### src/hw/rtcbcd_pkg.sv
package rtcbcd_pkg;
  // ==========================================
  // register map (byte addresses)
  localparam logic [7:0] ADDR_TIME = 8'h00;
  localparam logic [7:0] ADDR_DATE = 8'h04;
  localparam logic [7:0] ADDR_SUBSEC = 8'h08;
  localparam logic [7:0] ADDR_CTRL = 8'h0C;
  localparam logic [7:0] ADDR_SETUP = 8'h10;
  localparam logic [7:0] ADDR_PRESC = 8'h14;
  localparam logic [7:0] ADDR_KEY = 8'h18;
  // ==========================================
  // protection keys
  localparam logic [7:0] KEY_FIRST = 8'hCA;
  localparam logic [7:0] KEY_SECOND = 8'h53;
  localparam logic [7:0] KEY_LOCK = 8'hFF;
  // ==========================================
  // control register fields
  localparam int CTRL_FMT = 0;
  localparam int CTRL_ADD1H = 1;
  localparam int CTRL_SUB1H = 2;
  localparam int CTRL_SRC_LSB = 4;
  localparam int CTRL_HDIV_LSB = 8;
  // ==========================================
  // setup status register fields
  localparam int SET_INIT = 0;
  localparam int SET_FLAG = 1;
  localparam int SET_LOW_POWER_CALIB_SELECT = 2;
  localparam int SET_UNLOCK = 3;
  localparam int SET_BIN_LSB = 4;
  localparam int SET_MIX_LSB = 8;
  // ==========================================
  // prescaler register fields and reset values
  localparam int PRE_SYNC_LSB = 0;
  localparam int PRE_ASYNC_LSB = 16;
  localparam logic [14:0] SYNC_DIV_RST = 15'h00FF;
  localparam logic [6:0] ASYNC_DIV_RST = 7'h7F;
  localparam logic [6:0] ASYNC_DIV_MIN = 7'h01;
  // ==========================================
  // time and date register fields
  localparam int T_SEC_LSB = 0;
  localparam int T_MIN_LSB = 8;
  localparam int T_HOUR_LSB = 16;
  localparam int T_PM = 22;
  localparam int D_DATE_LSB = 0;
  localparam int D_MON_LSB = 8;
  localparam int D_WDAY_LSB = 13;
  localparam int D_YEAR_LSB = 16;
  // ==========================================
  // bcd limits
  localparam logic [7:0] BCD_ZERO = 8'h00;
  localparam logic [7:0] MINSEC_MAX = 8'h59;
  localparam logic [7:0] HOUR24_MAX = 8'h23;
  localparam logic [7:0] HOUR12_FIRST = 8'h01;
  localparam logic [7:0] HOUR12_LAST = 8'h11;
  localparam logic [7:0] HOUR12_MAX = 8'h12;
  localparam logic [7:0] DATE_MIN = 8'h01;
  localparam logic [7:0] MON_MIN = 8'h01;
  localparam logic [7:0] MON_MAX = 8'h12;
  localparam logic [7:0] WDAY_MIN = 8'h01;
  localparam logic [7:0] WDAY_MAX = 8'h07;
  localparam logic [7:0] YEAR_MAX = 8'h99;
  // ==========================================
  // handshake timing in source / async ticks
  localparam logic [2:0] ENTER_TICKS = 3'h2;
  localparam logic [2:0] LEAVE_TICKS = 3'h4;
  localparam logic [2:0] LEAVE_LP_TICKS = 3'h2;
  // ==========================================
  // modes and sources
  localparam logic [1:0] BIN_OFF = 2'h0;
  localparam logic [1:0] BIN_ONLY = 2'h1;
  localparam logic [5:0] MIX_BASE = 6'h07;
  localparam logic [31:0] BIN_RELOAD = 32'hFFFF_FFFF;
  localparam logic [1:0] SRC_LSE = 2'h1;
  localparam logic [1:0] SRC_LSI = 2'h2;
  localparam logic [1:0] SRC_HSE = 2'h3;

  typedef enum logic [1:0] {ST_RUN, ST_ENTER, ST_SETUP, ST_LEAVE} rtcbcd_state_t;

  function automatic logic [7:0] bcd_inc(input logic [7:0] v);
    bcd_inc = (v[3:0] == 4'h9) ? {v[7:4] + 4'h1, 4'h0} : {v[7:4], v[3:0] + 4'h1};
  endfunction

  function automatic logic [7:0] bcd_dec(input logic [7:0] v);
    bcd_dec = (v[3:0] == 4'h0) ? {v[7:4] - 4'h1, 4'h9} : {v[7:4], v[3:0] - 4'h1};
  endfunction

  // two-digit bcd year: leap every fourth year
  function automatic logic [7:0] month_last(input logic [7:0] m, input logic [7:0] y);
    logic leap;
    leap = y[4] ? (y[3:0] == 4'h2 || y[3:0] == 4'h6)
                : (y[3:0] == 4'h0 || y[3:0] == 4'h4 || y[3:0] == 4'h8);
    case (m)
      8'h02: month_last = leap ? 8'h29 : 8'h28;
      8'h04, 8'h06, 8'h09, 8'h11: month_last = 8'h30;
      default: month_last = 8'h31;
    endcase
  endfunction
endpackage

### src/hw/rtcbcd_bcd_cnt.sv
`timescale 1ns/100ps
module rtcbcd_bcd_cnt #(
  parameter logic [7:0] MINV = 8'h00,
  parameter logic [7:0] MAXV = 8'h59
) (
  // clock and reset
  input wire logic pclk,
  input wire logic presetn,
  // control
  input wire logic load,
  input wire logic [7:0] load_val,
  input wire logic inc,
  // state
  output logic [7:0] value_q,
  output logic wrap
);
  assign wrap = inc && (value_q == MAXV);

  always_ff @(posedge pclk or negedge presetn)
  begin
    if (!presetn)
    begin
      value_q <= MINV;
    end
    else if (load)
    begin
      value_q <= load_val;
    end
    else if (inc)
    begin
      value_q <= wrap ? MINV : rtcbcd_pkg::bcd_inc(value_q);
    end
  end
endmodule

### src/hw/rtcbcd_core.sv
`timescale 1ns/100ps
// Notes on behaviour
// - bcd calendar subsec to year, 12/24h
// - month lengths and leap years handled
// - software add or subtract one hour
// - subsecond reads synchronous prescaler count
// - binary mode reads pclk-clocked counter of async ticks
// - binary-only mode disables bcd calendar
// - unlock by keys CA then 53
// - key FF locks registers again
// - setup request stops calendar counting
// - setup flag after two ticks
// - prescaler resets to 1 Hz at 32768
// - format bit selects 24h or 12h
// - leaving setup loads shadows, resumes counting
// - two-bit select picks one of three sources
// - high-speed source gets extra pre-division
// - tick is source over both dividers when binary mode is off
// - async divider 1 to 127, 7 bits
// - sync divider 0 to 32767, 15 bits
// - calendar advances on pclk domain
module rtcbcd_core (
  // clock and reset
  input wire logic pclk,
  input wire logic presetn,
  // apb slave
  input wire logic psel,
  input wire logic penable,
  input wire logic pwrite,
  input wire logic [7:0] paddr,
  input wire logic [31:0] pwdata,
  output logic [31:0] prdata,
  output logic pready,
  output logic pslverr,
  // source clock pins
  input wire logic lse_clk,
  input wire logic lsi_clk,
  input wire logic hse_clk,
  // status
  output logic one_hz_tick
);
  // ==========================================
  // declarations
  rtcbcd_pkg::rtcbcd_state_t state_q;
  logic [2:0] sync1_q, sync2_q, sync3_q, lvl_q, lvl_d, rise;
  logic [4:0] hse_cnt_q;
  logic src_tick, async_tick, mix_tick;
  logic [6:0] async_div_q, async_cnt_q;
  logic [14:0] sync_div_q, sync_cnt_q;
  logic [31:0] bin_cnt_q, mix_mask;
  logic unlocked_q, key1_q, init_q, low_power_calib_select_q, fmt_q;
  logic [1:0] src_sel_q, bin_sel_q;
  logic [2:0] mix_sel_q;
  logic [4:0] hse_div_q;
  logic add1h_q, sub1h_q;
  logic [31:0] sh_time_q, sh_date_q;
  logic [2:0] hs_cnt_q;
  logic load_cal, cal_run, sec_inc, in_setup;
  logic wr, wr_ok, wr_setup_ok, hit;
  logic [31:0] rdata_d, prdata_q;
  logic [7:0] sec_v, min_v, wday_v, mon_v, year_v;
  logic sec_wrap, min_wrap, mon_wrap;
  logic [7:0] hour_q, hour_d, date_q;
  logic pm_q, pm_d, day_carry, date_end, hour_up, hour_down;

  // ==========================================
  // source clock pins: three-stage sampling
  always_ff @(posedge pclk or negedge presetn)
  begin
    if (!presetn)
    begin
      sync1_q <= 3'h0;
      sync2_q <= 3'h0;
      sync3_q <= 3'h0;
      lvl_q <= 3'h0;
    end
    else
    begin
      sync1_q <= {hse_clk, lsi_clk, lse_clk};
      sync2_q <= sync1_q;
      sync3_q <= sync2_q;
      lvl_q <= lvl_d;
    end
  end

  // a level counts only once stages two and three agree
  assign lvl_d = (~(sync2_q ^ sync3_q) & sync3_q) | ((sync2_q ^ sync3_q) & lvl_q);
  assign rise = lvl_d & ~lvl_q;

  // ==========================================
  // source selection and high-speed pre-divider
  always_ff @(posedge pclk or negedge presetn)
  begin
    if (!presetn)
    begin
      hse_cnt_q <= 5'h0;
    end
    else if (src_sel_q != rtcbcd_pkg::SRC_HSE)
    begin
      hse_cnt_q <= 5'h0;
    end
    else if (rise[2])
    begin
      hse_cnt_q <= (hse_cnt_q >= hse_div_q) ? 5'h0 : hse_cnt_q + 5'h1;
    end
  end

  always_comb
  begin
    unique case (src_sel_q)
      rtcbcd_pkg::SRC_LSE: src_tick = rise[0];
      rtcbcd_pkg::SRC_LSI: src_tick = rise[1];
      rtcbcd_pkg::SRC_HSE: src_tick = rise[2] && (hse_cnt_q >= hse_div_q);
      default: src_tick = 1'b0;
    endcase
  end

  // ==========================================
  // prescalers; held at their dividers while in setup
  assign in_setup = (state_q == rtcbcd_pkg::ST_SETUP);
  assign async_tick = src_tick && (async_cnt_q == 7'h0);

  always_ff @(posedge pclk or negedge presetn)
  begin
    if (!presetn)
    begin
      async_cnt_q <= rtcbcd_pkg::ASYNC_DIV_RST;
    end
    else if (in_setup || async_tick)
    begin
      async_cnt_q <= async_div_q;
    end
    else if (src_tick)
    begin
      async_cnt_q <= async_cnt_q - 7'h1;
    end
  end

  always_ff @(posedge pclk or negedge presetn)
  begin
    if (!presetn)
    begin
      sync_cnt_q <= rtcbcd_pkg::SYNC_DIV_RST;
    end
    else if (in_setup || (async_tick && sync_cnt_q == 15'h0))
    begin
      sync_cnt_q <= sync_div_q;
    end
    else if (async_tick)
    begin
      sync_cnt_q <= sync_cnt_q - 15'h1;
    end
  end

  // binary down-counter on the async tick
  always_ff @(posedge pclk or negedge presetn)
  begin
    if (!presetn)
    begin
      bin_cnt_q <= rtcbcd_pkg::BIN_RELOAD;
    end
    else if (in_setup)
    begin
      bin_cnt_q <= rtcbcd_pkg::BIN_RELOAD;
    end
    else if (async_tick && bin_sel_q != rtcbcd_pkg::BIN_OFF)
    begin
      bin_cnt_q <= (bin_cnt_q == 32'h0) ? rtcbcd_pkg::BIN_RELOAD : bin_cnt_q - 32'h1;
    end
  end

  // mixed mode: a second passes when the low bits of the counter are zero
  assign mix_mask = ~(rtcbcd_pkg::BIN_RELOAD << (rtcbcd_pkg::MIX_BASE + {3'h0, mix_sel_q}));
  assign mix_tick = async_tick && ((bin_cnt_q & mix_mask) == 32'h0);

  always_comb
  begin
    if (bin_sel_q == rtcbcd_pkg::BIN_OFF)
    begin
      one_hz_tick = async_tick && (sync_cnt_q == 15'h0);
    end
    else
    begin
      one_hz_tick = mix_tick;
    end
  end

  // calendar counts only on the one-second tick or an hour adjust; all of it is clocked by pclk
  assign cal_run = (state_q == rtcbcd_pkg::ST_RUN) && !init_q
    && (bin_sel_q != rtcbcd_pkg::BIN_ONLY);
  assign sec_inc = cal_run && one_hz_tick;

  // ==========================================
  // setup handshake
  always_ff @(posedge pclk or negedge presetn)
  begin
    if (!presetn)
    begin
      state_q <= rtcbcd_pkg::ST_RUN;
      hs_cnt_q <= 3'h0;
    end
    else
    begin
      unique case (state_q)
        rtcbcd_pkg::ST_RUN:
        begin
          hs_cnt_q <= 3'h0;
          if (init_q)
          begin
            state_q <= rtcbcd_pkg::ST_ENTER;
          end
        end
        rtcbcd_pkg::ST_ENTER:
        begin
          if (!init_q)
          begin
            state_q <= rtcbcd_pkg::ST_RUN;
          end
          else if (low_power_calib_select_q ? async_tick : src_tick)
          begin
            hs_cnt_q <= hs_cnt_q + 3'h1;
            if (hs_cnt_q + 3'h1 == rtcbcd_pkg::ENTER_TICKS)
            begin
              state_q <= rtcbcd_pkg::ST_SETUP;
            end
          end
        end
        rtcbcd_pkg::ST_SETUP:
        begin
          hs_cnt_q <= 3'h0;
          if (!init_q)
          begin
            state_q <= rtcbcd_pkg::ST_LEAVE;
          end
        end
        rtcbcd_pkg::ST_LEAVE:
        begin
          if (load_cal)
          begin
            state_q <= rtcbcd_pkg::ST_RUN;
          end
          else if (src_tick && hs_cnt_q != rtcbcd_pkg::LEAVE_TICKS)
          begin
            hs_cnt_q <= hs_cnt_q + 3'h1;
          end
        end
      endcase
    end
  end

  // low-power calibration: two source ticks then one async tick
  assign load_cal = (state_q == rtcbcd_pkg::ST_LEAVE) && (low_power_calib_select_q
    ? (hs_cnt_q >= rtcbcd_pkg::LEAVE_LP_TICKS && async_tick)
    : (hs_cnt_q == rtcbcd_pkg::LEAVE_TICKS));

  // ==========================================
  // apb access
  assign wr = psel && penable && pwrite;
  assign wr_ok = wr && unlocked_q;
  assign wr_setup_ok = wr_ok && in_setup;
  assign pready = 1'b1;
  assign pslverr = psel && penable && !hit;
  assign prdata = prdata_q;

  // write protection keys
  always_ff @(posedge pclk or negedge presetn)
  begin
    if (!presetn)
    begin
      unlocked_q <= 1'b0;
      key1_q <= 1'b0;
    end
    else if (wr && paddr == rtcbcd_pkg::ADDR_KEY)
    begin
      // any wrong byte, KEY_LOCK included, relocks
      unlocked_q <= key1_q && pwdata[7:0] == rtcbcd_pkg::KEY_SECOND;
      key1_q <= (pwdata[7:0] == rtcbcd_pkg::KEY_FIRST);
    end
  end

  // control and setup status registers
  always_ff @(posedge pclk or negedge presetn)
  begin
    if (!presetn)
    begin
      fmt_q <= 1'b0;
      src_sel_q <= rtcbcd_pkg::SRC_LSE;
      hse_div_q <= 5'h0;
      init_q <= 1'b0;
      low_power_calib_select_q <= 1'b0;
      bin_sel_q <= rtcbcd_pkg::BIN_OFF;
      mix_sel_q <= 3'h0;
    end
    else if (wr_ok && paddr == rtcbcd_pkg::ADDR_CTRL)
    begin
      fmt_q <= pwdata[rtcbcd_pkg::CTRL_FMT];
      src_sel_q <= pwdata[rtcbcd_pkg::CTRL_SRC_LSB +: 2];
      hse_div_q <= pwdata[rtcbcd_pkg::CTRL_HDIV_LSB +: 5];
    end
    else if (wr_ok && paddr == rtcbcd_pkg::ADDR_SETUP)
    begin
      init_q <= pwdata[rtcbcd_pkg::SET_INIT];
      low_power_calib_select_q <= pwdata[rtcbcd_pkg::SET_LOW_POWER_CALIB_SELECT];
      // mode fields only take effect while stopped
      if (in_setup)
      begin
        bin_sel_q <= pwdata[rtcbcd_pkg::SET_BIN_LSB +: 2];
        mix_sel_q <= pwdata[rtcbcd_pkg::SET_MIX_LSB +: 3];
      end
    end
  end

  // hour adjust strobes clear themselves; dropped unless counting
  always_ff @(posedge pclk or negedge presetn)
  begin
    if (!presetn)
    begin
      add1h_q <= 1'b0;
      sub1h_q <= 1'b0;
    end
    else
    begin
      add1h_q <= wr_ok && paddr == rtcbcd_pkg::ADDR_CTRL && pwdata[rtcbcd_pkg::CTRL_ADD1H];
      sub1h_q <= wr_ok && paddr == rtcbcd_pkg::ADDR_CTRL && pwdata[rtcbcd_pkg::CTRL_SUB1H];
    end
  end

  // prescaler and shadow time/date
  always_ff @(posedge pclk or negedge presetn)
  begin
    if (!presetn)
    begin
      sync_div_q <= rtcbcd_pkg::SYNC_DIV_RST;
      async_div_q <= rtcbcd_pkg::ASYNC_DIV_RST;
      sh_time_q <= 32'h0;
      sh_date_q <= 32'h0;
      sh_date_q[rtcbcd_pkg::D_DATE_LSB +: 6] <= rtcbcd_pkg::DATE_MIN[5:0];
      sh_date_q[rtcbcd_pkg::D_MON_LSB +: 5] <= rtcbcd_pkg::MON_MIN[4:0];
      sh_date_q[rtcbcd_pkg::D_WDAY_LSB +: 3] <= rtcbcd_pkg::WDAY_MIN[2:0];
    end
    else if (wr_setup_ok && paddr == rtcbcd_pkg::ADDR_PRESC)
    begin
      sync_div_q <= pwdata[rtcbcd_pkg::PRE_SYNC_LSB +: 15];
      // zero is out of range for the async divider and is refused
      if (pwdata[rtcbcd_pkg::PRE_ASYNC_LSB +: 7] >= rtcbcd_pkg::ASYNC_DIV_MIN)
      begin
        async_div_q <= pwdata[rtcbcd_pkg::PRE_ASYNC_LSB +: 7];
      end
    end
    else if (wr_setup_ok && paddr == rtcbcd_pkg::ADDR_TIME)
    begin
      sh_time_q <= pwdata & 32'h007F_7F7F;
    end
    else if (wr_setup_ok && paddr == rtcbcd_pkg::ADDR_DATE)
    begin
      sh_date_q <= pwdata & 32'h00FF_FF3F;
    end
  end

  // ==========================================
  // calendar counters
  rtcbcd_bcd_cnt #(.MINV(rtcbcd_pkg::BCD_ZERO), .MAXV(rtcbcd_pkg::MINSEC_MAX)) u_sec (
    .pclk(pclk), .presetn(presetn), .load(load_cal),
    .load_val({1'b0, sh_time_q[rtcbcd_pkg::T_SEC_LSB +: 7]}),
    .inc(sec_inc), .value_q(sec_v), .wrap(sec_wrap));

  rtcbcd_bcd_cnt #(.MINV(rtcbcd_pkg::BCD_ZERO), .MAXV(rtcbcd_pkg::MINSEC_MAX)) u_min (
    .pclk(pclk), .presetn(presetn), .load(load_cal),
    .load_val({1'b0, sh_time_q[rtcbcd_pkg::T_MIN_LSB +: 7]}),
    .inc(sec_wrap), .value_q(min_v), .wrap(min_wrap));

  rtcbcd_bcd_cnt #(.MINV(rtcbcd_pkg::WDAY_MIN), .MAXV(rtcbcd_pkg::WDAY_MAX)) u_wday (
    .pclk(pclk), .presetn(presetn), .load(load_cal),
    .load_val({5'h0, sh_date_q[rtcbcd_pkg::D_WDAY_LSB +: 3]}),
    .inc(day_carry), .value_q(wday_v), .wrap());

  rtcbcd_bcd_cnt #(.MINV(rtcbcd_pkg::MON_MIN), .MAXV(rtcbcd_pkg::MON_MAX)) u_mon (
    .pclk(pclk), .presetn(presetn), .load(load_cal),
    .load_val({3'h0, sh_date_q[rtcbcd_pkg::D_MON_LSB +: 5]}),
    .inc(day_carry && date_end), .value_q(mon_v), .wrap(mon_wrap));

  rtcbcd_bcd_cnt #(.MINV(rtcbcd_pkg::BCD_ZERO), .MAXV(rtcbcd_pkg::YEAR_MAX)) u_year (
    .pclk(pclk), .presetn(presetn), .load(load_cal),
    .load_val(sh_date_q[rtcbcd_pkg::D_YEAR_LSB +: 8]),
    .inc(mon_wrap), .value_q(year_v), .wrap());

  // hours, with 12h/24h format and daylight adjust
  assign hour_up = cal_run && (min_wrap || add1h_q);
  assign hour_down = cal_run && sub1h_q && !hour_up;

  always_comb
  begin
    hour_d = hour_q;
    pm_d = pm_q;
    day_carry = 1'b0;
    if (load_cal)
    begin
      hour_d = {2'h0, sh_time_q[rtcbcd_pkg::T_HOUR_LSB +: 6]};
      pm_d = fmt_q && sh_time_q[rtcbcd_pkg::T_PM];
    end
    else if (hour_up && !fmt_q)
    begin
      day_carry = (hour_q == rtcbcd_pkg::HOUR24_MAX);
      hour_d = day_carry ? rtcbcd_pkg::BCD_ZERO : rtcbcd_pkg::bcd_inc(hour_q);
    end
    else if (hour_up)
    begin
      if (hour_q == rtcbcd_pkg::HOUR12_MAX)
      begin
        hour_d = rtcbcd_pkg::HOUR12_FIRST;
      end
      else if (hour_q == rtcbcd_pkg::HOUR12_LAST)
      begin
        hour_d = rtcbcd_pkg::HOUR12_MAX;
        pm_d = !pm_q;
        day_carry = pm_q;
      end
      else
      begin
        hour_d = rtcbcd_pkg::bcd_inc(hour_q);
      end
    end
    else if (hour_down)
    begin
      // the first hour of the day is not wound back
      if (!fmt_q)
      begin
        hour_d = (hour_q == rtcbcd_pkg::BCD_ZERO) ? hour_q : rtcbcd_pkg::bcd_dec(hour_q);
      end
      else if (hour_q == rtcbcd_pkg::HOUR12_FIRST)
      begin
        hour_d = rtcbcd_pkg::HOUR12_MAX;
      end
      else if (hour_q == rtcbcd_pkg::HOUR12_MAX)
      begin
        hour_d = pm_q ? rtcbcd_pkg::HOUR12_LAST : hour_q;
        pm_d = 1'b0;
      end
      else
      begin
        hour_d = rtcbcd_pkg::bcd_dec(hour_q);
      end
    end
  end

  assign date_end = (date_q == rtcbcd_pkg::month_last(mon_v, year_v));

  always_ff @(posedge pclk or negedge presetn)
  begin
    if (!presetn)
    begin
      hour_q <= rtcbcd_pkg::BCD_ZERO;
      pm_q <= 1'b0;
      date_q <= rtcbcd_pkg::DATE_MIN;
    end
    else
    begin
      hour_q <= hour_d;
      pm_q <= pm_d;
      if (load_cal)
      begin
        date_q <= {2'h0, sh_date_q[rtcbcd_pkg::D_DATE_LSB +: 6]};
      end
      else if (day_carry)
      begin
        date_q <= date_end ? rtcbcd_pkg::DATE_MIN : rtcbcd_pkg::bcd_inc(date_q);
      end
    end
  end

  // ==========================================
  // read path; data is captured in the setup phase
  always_comb
  begin
    rdata_d = 32'h0;
    hit = 1'b1;
    unique case (paddr)
      rtcbcd_pkg::ADDR_TIME:
      begin
        rdata_d[rtcbcd_pkg::T_SEC_LSB +: 7] = sec_v[6:0];
        rdata_d[rtcbcd_pkg::T_MIN_LSB +: 7] = min_v[6:0];
        rdata_d[rtcbcd_pkg::T_HOUR_LSB +: 6] = hour_q[5:0];
        rdata_d[rtcbcd_pkg::T_PM] = pm_q;
      end
      rtcbcd_pkg::ADDR_DATE:
      begin
        rdata_d[rtcbcd_pkg::D_DATE_LSB +: 6] = date_q[5:0];
        rdata_d[rtcbcd_pkg::D_MON_LSB +: 5] = mon_v[4:0];
        rdata_d[rtcbcd_pkg::D_WDAY_LSB +: 3] = wday_v[2:0];
        rdata_d[rtcbcd_pkg::D_YEAR_LSB +: 8] = year_v;
      end
      rtcbcd_pkg::ADDR_SUBSEC:
      begin
        rdata_d = (bin_sel_q != rtcbcd_pkg::BIN_OFF) ? bin_cnt_q
          : {17'h0, sync_cnt_q};
      end
      rtcbcd_pkg::ADDR_CTRL:
      begin
        rdata_d[rtcbcd_pkg::CTRL_FMT] = fmt_q;
        rdata_d[rtcbcd_pkg::CTRL_SRC_LSB +: 2] = src_sel_q;
        rdata_d[rtcbcd_pkg::CTRL_HDIV_LSB +: 5] = hse_div_q;
      end
      rtcbcd_pkg::ADDR_SETUP:
      begin
        rdata_d[rtcbcd_pkg::SET_INIT] = init_q;
        rdata_d[rtcbcd_pkg::SET_FLAG] = in_setup;
        rdata_d[rtcbcd_pkg::SET_LOW_POWER_CALIB_SELECT] = low_power_calib_select_q;
        rdata_d[rtcbcd_pkg::SET_UNLOCK] = unlocked_q;
        rdata_d[rtcbcd_pkg::SET_BIN_LSB +: 2] = bin_sel_q;
        rdata_d[rtcbcd_pkg::SET_MIX_LSB +: 3] = mix_sel_q;
      end
      rtcbcd_pkg::ADDR_PRESC:
      begin
        rdata_d[rtcbcd_pkg::PRE_SYNC_LSB +: 15] = sync_div_q;
        rdata_d[rtcbcd_pkg::PRE_ASYNC_LSB +: 7] = async_div_q;
      end
      rtcbcd_pkg::ADDR_KEY: rdata_d = 32'h0;
      default: hit = 1'b0;
    endcase
  end

  always_ff @(posedge pclk or negedge presetn)
  begin
    if (!presetn)
    begin
      prdata_q <= 32'h0;
    end
    else if (psel && !penable && !pwrite)
    begin
      prdata_q <= rdata_d;
    end
  end
endmodule

### config.mk
export PLATFORM = sky130hd
export DESIGN_NAME = rtcbcd_core
export DESIGN_NICKNAME = d
export VERILOG_FILES = /design/src/hw/rtcbcd_pkg.sv /design/src/hw/rtcbcd_bcd_cnt.sv /design/src/hw/rtcbcd_core.sv
export SDC_FILE = /design/constraint.sdc
export NUM_CORES = 1
export LEC_CHECK = 0
export ABC_CLOCK_PERIOD_IN_PS = 8350
export BUFFER_PORTS_ARGS = -buffer_cell sky130_fd_sc_hd__clkbuf_2
export CORE_MARGIN = 2
export CORE_UTILIZATION = 54
export CTS_CLUSTER_SIZE = 24
export DETAILED_ROUTE_END_ITERATION = 16
export HOLD_SLACK_MARGIN = 0.06
export PLACE_DENSITY_LB_ADDON = 0.3
export SYNTH_ARGS = -nofsm -noshare
export SYNTH_HDL_FRONTEND = slang
export SYNTH_SLANG_ARGS = --single-unit
### constraint.sdc
create_clock -name pclk -period 8.35 [get_ports pclk]
set_input_delay 1.67 -clock pclk [delete_from_list [all_inputs] [get_ports pclk]]
set_output_delay 1.67 -clock pclk [all_outputs]
set_load 0.05 [all_outputs]
Word level (Yosys, flattened, before mapping)
Cells that the tools add are included.
- $add $sub $neg: 22
- order comparisons: 3
- equal/unequal tests: 60
- shifts and indexed selects: 1
- multiplexer cells: 95
- bitwise logic cells: 12
- reduce and logical (&&, ||, !) cells: 99
- operators by type and width (operator ; number):
    2-to-1 mux 8 bit ; 39
    2-to-1 mux 32 bit ; 4
    logical NOT 32 bit ; 2
    adder 4 x 1 -> 4 bit (second input constant) ; 14
    equality test 8 x 5 -> 1 bit (second input constant) ; 7
    logical AND 1 bit ; 38
    bitwise AND 32 bit ; 1
    equality test 4 bit (second input constant) ; 8
    equality test 8 x 3 -> 1 bit (second input constant) ; 4
    NOT 32 bit ; 1
    left shift 32 x 4 -> 32 bit (first input constant) ; 1
    subtractor 32 x 1 -> 32 bit (second input constant) ; 1
    2-to-1 mux 15 bit ; 2
    case mux 7 bit (4 select lines) ; 1
    nonzero test 3 bit ; 9
    equality test 8 x 4 -> 1 bit (second input constant) ; 3
    equality test 8 x 7 -> 1 bit (second input constant) ; 3
    2-to-1 mux 1 bit ; 20
    nonzero test 2 bit ; 10
    != test 2 bit (second input constant) ; 9
    case mux 3 bit (6 select lines) ; 1
    AND reduction 2 bit ; 9
    equality test 8 bit (second input constant) ; 2
    logical NOT 8 bit ; 2
    other kinds (56) ; 101
- bits in registers: 249
- input bits: 48
- word-level logic and storage cells: 332

Longest topological paths before layout
- depth in word-level cells: 24
- mapped depth: 15
- mapped depth without buffers: 12

By module
A second synthesis with hierarchy kept.
- cell total of the unflattened synthesis: 1456
- area, all modules: 14022.2 µm²
- modules (own cells, without submodules) (module ; instances ; cells an instance ; area each (µm²) ; sequential area each (µm²)):
    rtcbcd_core ; 1 ; 1170 ; 11432.2 ; 5313.8
    rtcbcd_bcd_cnt (u_min ...) ; 2 ; 57 ; 513.0 ; 200.2
    rtcbcd_bcd_cnt (u_wday) ; 1 ; 57 ; 536.8 ; 201.4
    rtcbcd_bcd_cnt (u_mon) ; 1 ; 59 ; 535.5 ; 201.4
    rtcbcd_bcd_cnt (u_year) ; 1 ; 56 ; 491.7 ; 200.2

Worst setup path before layout
No wires, ideal clock.
- path kind: input port to output port
- start point: in paddr[4]
- end point: out pslverr
- arrival time: 3.061 ns
- data required time: 6.680 ns
- setup slack: 3.619 ns
- cell stages on the path: 4
- buffers on the path: 2
- cells stage by stage: buf_1 clkbuf_1 a31oi_1 nor2_1
- cells in the longest elaborated chain, start to end: 5
- RTL lines (element ; RTL line ; text):
    from (decl) ; rtcbcd_core.sv:30 ; input wire logic [7:0] paddr,
    equality test 8 x 5 -> 1 bit (tied with other cells) ; rtcbcd_core.sv:477 ; unique case (paddr)
    OR reduction 7 bit (no source line) * ; n/a ;
    2-to-1 mux 1 bit * ; rtcbcd_core.sv:477 ;
    logical NOT 1 bit * ; rtcbcd_core.sv:262 ; assign pslverr = psel && penable && !hit;
    logical AND 1 bit * ; rtcbcd_core.sv:262 ;
    to (decl) ; rtcbcd_core.sv:34 ; output logic pslverr,
Every way passes the cells marked *; elsewhere a longest branch is shown, timed or not.

Worst setup path in the final report
- start point: reg sync_cnt_q[1]
- end point: out one_hz_tick
- cells in the longest elaborated chain, start to end: 3
- RTL lines (element ; RTL line ; text):
    from (decl) ; rtcbcd_core.sv:49 ; logic [14:0] sync_div_q, sync_cnt_q;
    from (signal assigned) ; rtcbcd_core.sv:143 ; sync_cnt_q <= rtcbcd_pkg::SYNC_DIV_RST;
    from (signal assigned) ; rtcbcd_core.sv:147 ; sync_cnt_q <= sync_div_q;
    from (signal assigned) ; rtcbcd_core.sv:151 ; sync_cnt_q <= sync_cnt_q - 15'h1;
    logical NOT 15 bit ; rtcbcd_core.sv:180 ; one_hz_tick = async_tick && (sync_cnt_q == 15'h0);
    logical AND 1 bit ; rtcbcd_core.sv:180 ;
    2-to-1 mux 1 bit ; rtcbcd_core.sv:178 ; if (bin_sel_q == rtcbcd_pkg::BIN_OFF)
    to (decl) ; rtcbcd_core.sv:40 ; output logic one_hz_tick
Every way passes these cells.

==> flow_summary.yaml <==
detailed_routing:
  via_per_inst: 6.35
  dr.pass1.iters: 6
  vias: 11900
  drtAntennaViolNets: 0
  drc: 0
  dr.first_iter.drc_count: 1164
  routed_wl_um: 38700
  wire_per_inst_um: 20.6
floorplanning:
  start_util_pct: 55.2
  die_area_mm2: 0.0271
  dieHeight_um: 165
  coreArea_mm2: 0.0253
  rows: 58
  ios: 83
  die_w_um: 165
final_layout:
  area_delta_synth_final_pct: 10.9
  drive_gt1_share_pct: 19.9
  fin_cells: 1881
  diodes: 0
  fillers: 2153
  finalNetCount: 1621
synth:
  synthCells: 1492
  synthMuxAreaShare_pct: 8.92
  synth_compound_area_share_pct: 16.6
  netlist_area_mm2: 0.0139
  syn-mean-instance-area_um2: 9.35
  synth_nets: 1582
  synth_top_cell_area_share_pct: 32.3
  synth_flop_cell: "dfrtp_1"
  async_flop_share_pct: 100
  synth_seq_cells: 249
  synthTopCellsByArea: "dfrtp_1, dfstp_2, mux2_2, nand2_1, o21ai_0"
  synth_xor_area_share_pct: 1.38
  synth_edf_count: 0
  synth_fa_ha_area_share_pct: 3.91
  synth_simple_gate_area_share_pct: 20.3
  synth_top_family_by_area: "simple AND/OR/NAND/NOR gates"
  yosysSeqAreaShare_pct: 45.3
  yosysWarnings: 0
  synth_cell_types: 87
  synth_area_leader_cell: "dfrtp_1"
timing:
  timing.final.crit_share_pct: 61.3
  rsz0062_at_grt: "no"
  timing.final.ws_setup_ps: 3230
  timing.final.max_slew_violations: 0
  final-hold-violation-count: 0
  finalSetupTns_ps: 0
  setup_viol: 0
  finalClockSkew_ps: 20.1
  period_needed_ps: 5120
  tightest_slew_ps: 1150
  fmax_mhz: 195
  slew_headroom_pct: 23.3
setup_path:
  critPathLaunchType: "flip-flop"
  cp_max_fo: 7
  end_kind: "output pin"
  arrival_ps: 3450
  rrSetupSlack_ps: 3970
  rr_endpoint: "u_year.value_q[2]$_DFFE_PN0P_"
  required_ps: 6680
  path_class: "reg2out"
  rr_startpoint: "async_cnt_q[0]$_DFFE_PN1P_"
  rr_worst_depth: 9
clocking:
  post_cts_resized: 0
  cts_sinks: 249
  clkLatencyLatePin_ps: 540
  cts_hold_buf: 0
  cts_buffer_depth: 3
  htreeDepth: 1
  cts_buffers: 27
  cts_tree: "yes"
  clk_pin_slew_ps: 60
  root_buffer: "clkbuf_16"
  postCtsSetupRepairBufs: 0
min_path:
  holdPathStages: 0
  min_to: "sync2_q[2]$_DFF_PN0_"
  hold_class: "reg2reg"
  hp-start: "sync1_q[2]$_DFF_PN0_"
power_and_ir_drop:
  p_leak_nw: 6.98
  p_per_area_mw_per_mm2: 163
  ir_drop_v: 0.000145
run_status:
  status: "complete, no violations"
placed_design:
  place_ws_ps: 3200
  placedCellCount: 1832
  routabilityCongestion: 0.911
  dp_hpwl_um: 27300
  io_buffers: 73
global_route:
  grt_first_pass_wirelength_um: 61400
  grt_antenna_before_repair: 0
  track_usage_pct: 28.8
  first_global_vias: 11500
  gr-total-overflow: 0
  grt_max_degree: 128
job:
  cap_violations: 0
==> report_power, final <==
part	switching, mW	internal (mW)	total (mW)
clock network	0.492	0.732	1.22
logic	0.0578	0.0154	0.0732
registers	0.00308	1.21	1.22
==> metal layers <==
metal | GRT usage [%] | share of wire [%] | up-vias
met3 | 4.29 | 7.8 | 87
met2 | 45.9 | 46 | 492
met5 | 0 | 0 | -
met4 | 9.57 | 3.1 | 0
li1 | - | - | 5483
met1 | 40.6 | 43 | 5879
==> layout make-up <==
| cell class | instances | area [µm²] | share of cell area [%] |
|---|---|---|---|
| inverter | 54 | 203 | 1.31 |
| multi-input combinational | 1113 | 7150 | 46.2 |
| sequential | 249 | 6320 | 40.8 |
| clock buffer | 40 | 774 | 5.01 |
| tap | 330 | 413 | 2.67 |
| timing repair buffer | 86 | 485 | 3.14 |
| clock inverter | 9 | 128 | 0.825 |
==> stage by stage <==
step / instance area, µm² / hold WS (ps) / utilization, % / total power, mW
after floorplan: 13900 / 331 / - / 1.26
after global placement: 14600 / 333 / 57.7 / 1.31
after detailed placement: 14600 / 335 / 57.7 / 1.31
after CTS: 15500 / 353 / 61.2 / 2.53
after global routing: 15500 / 359 / 61.2 / 2.59
final: 15500 / 348 / 61.2 / 2.51
==> cell usage after synthesis, types with 7 or more instances <==
cell / number
a31oi_1: 27
a21oi_1: 68
inv_1: 54
or3_1: 20
clkbuf_1: 65
nand2b_1: 15
a2111oi_0: 9
nor2_1: 130
dfstp_2: 69
a211oi_1: 8
or4_1: 14
dfrtp_1: 180
a22oi_1: 10
o211ai_1: 9
a222oi_1: 7
ha_1: 42
o31ai_1: 12
nand2_1: 196
nand3_1: 51
o22ai_1: 10
mux2_2: 88
o21ai_0: 118
xnor2_1: 17
nor3b_1: 9
nand4_1: 12
and3_1: 12
nor2b_1: 14
mux2i_1: 23
nor4_1: 13
a32oi_1: 7
nor3_1: 46
or2_2: 7
==> placed cells by master, fill, tap and decap left out, types with 13 or more instances in the layout <==
cell type / count
nand2_1: 196
ha_1: 42
o21ai_0: 118
nand3_1: 51
a21oi_1: 68
dfstp_2: 69
nor3_1: 44
mux2_2: 88
or4_1: 14
clkbuf_2: 72
nand2b_1: 15
mux2i_1: 23
nor2b_1: 14
nor2_1: 130
inv_1: 54
nor4_1: 13
xnor2_1: 17
clkbuf_16: 27
or3_1: 20
dfrtp_1: 180
a31oi_1: 27
==> critical path, stage by stage, from the launching register on <==
cell and delay [ps]:
dfstp_2 370, inv_1 80, ha_1 200, or4b_4 490, or3_1 390, nand2b_4 190, nor3_4 400, nor2_1 220
nor3_1 260, clkbuf_2 320
==> flip-flops by register name, indices dropped and copies added, names as in the netlist, 5 cells and up, named ones only <==
signal,flops
async_cnt_q,7
bin_cnt_q,32
u_sec.value_q,8
async_div_q,7
u_year.value_q,8
sh_time_q,21
sync_div_q,15
u_min.value_q,8
u_wday.value_q,8
date_q,8
sync_cnt_q,15
u_mon.value_q,8
hse_div_q,5
hse_cnt_q,5
prdata,32
hour_q,8
sh_date_q,22
==> worst max path at each step <==
stage,start,end,slack (ps),cells after the start
after floorplan,paddr[4],pslverr,3620,4
after global placement,paddr[4],prdata[19]$_DFFE_PN0P_,3180,6
after detailed placement,paddr[4],prdata[19]$_DFFE_PN0P_,3200,6
after CTS,sync_cnt_q[1]$_DFFE_PN1P_,one_hz_tick,3270,9
after global routing,sync_cnt_q[1]$_DFFE_PN1P_,one_hz_tick,3170,9
final,sync_cnt_q[1]$_DFFE_PN1P_,one_hz_tick,3230,9
==> logic make-up after synthesis <==
logic type | after synthesis
compound gates | 354
xor+xnor | 22
fa+ha+maj | 44
buf+inv | 130
flops | 249
mux | 112
other cells | 1
simple gates | 580
Power figures use the tool's default switching activity.
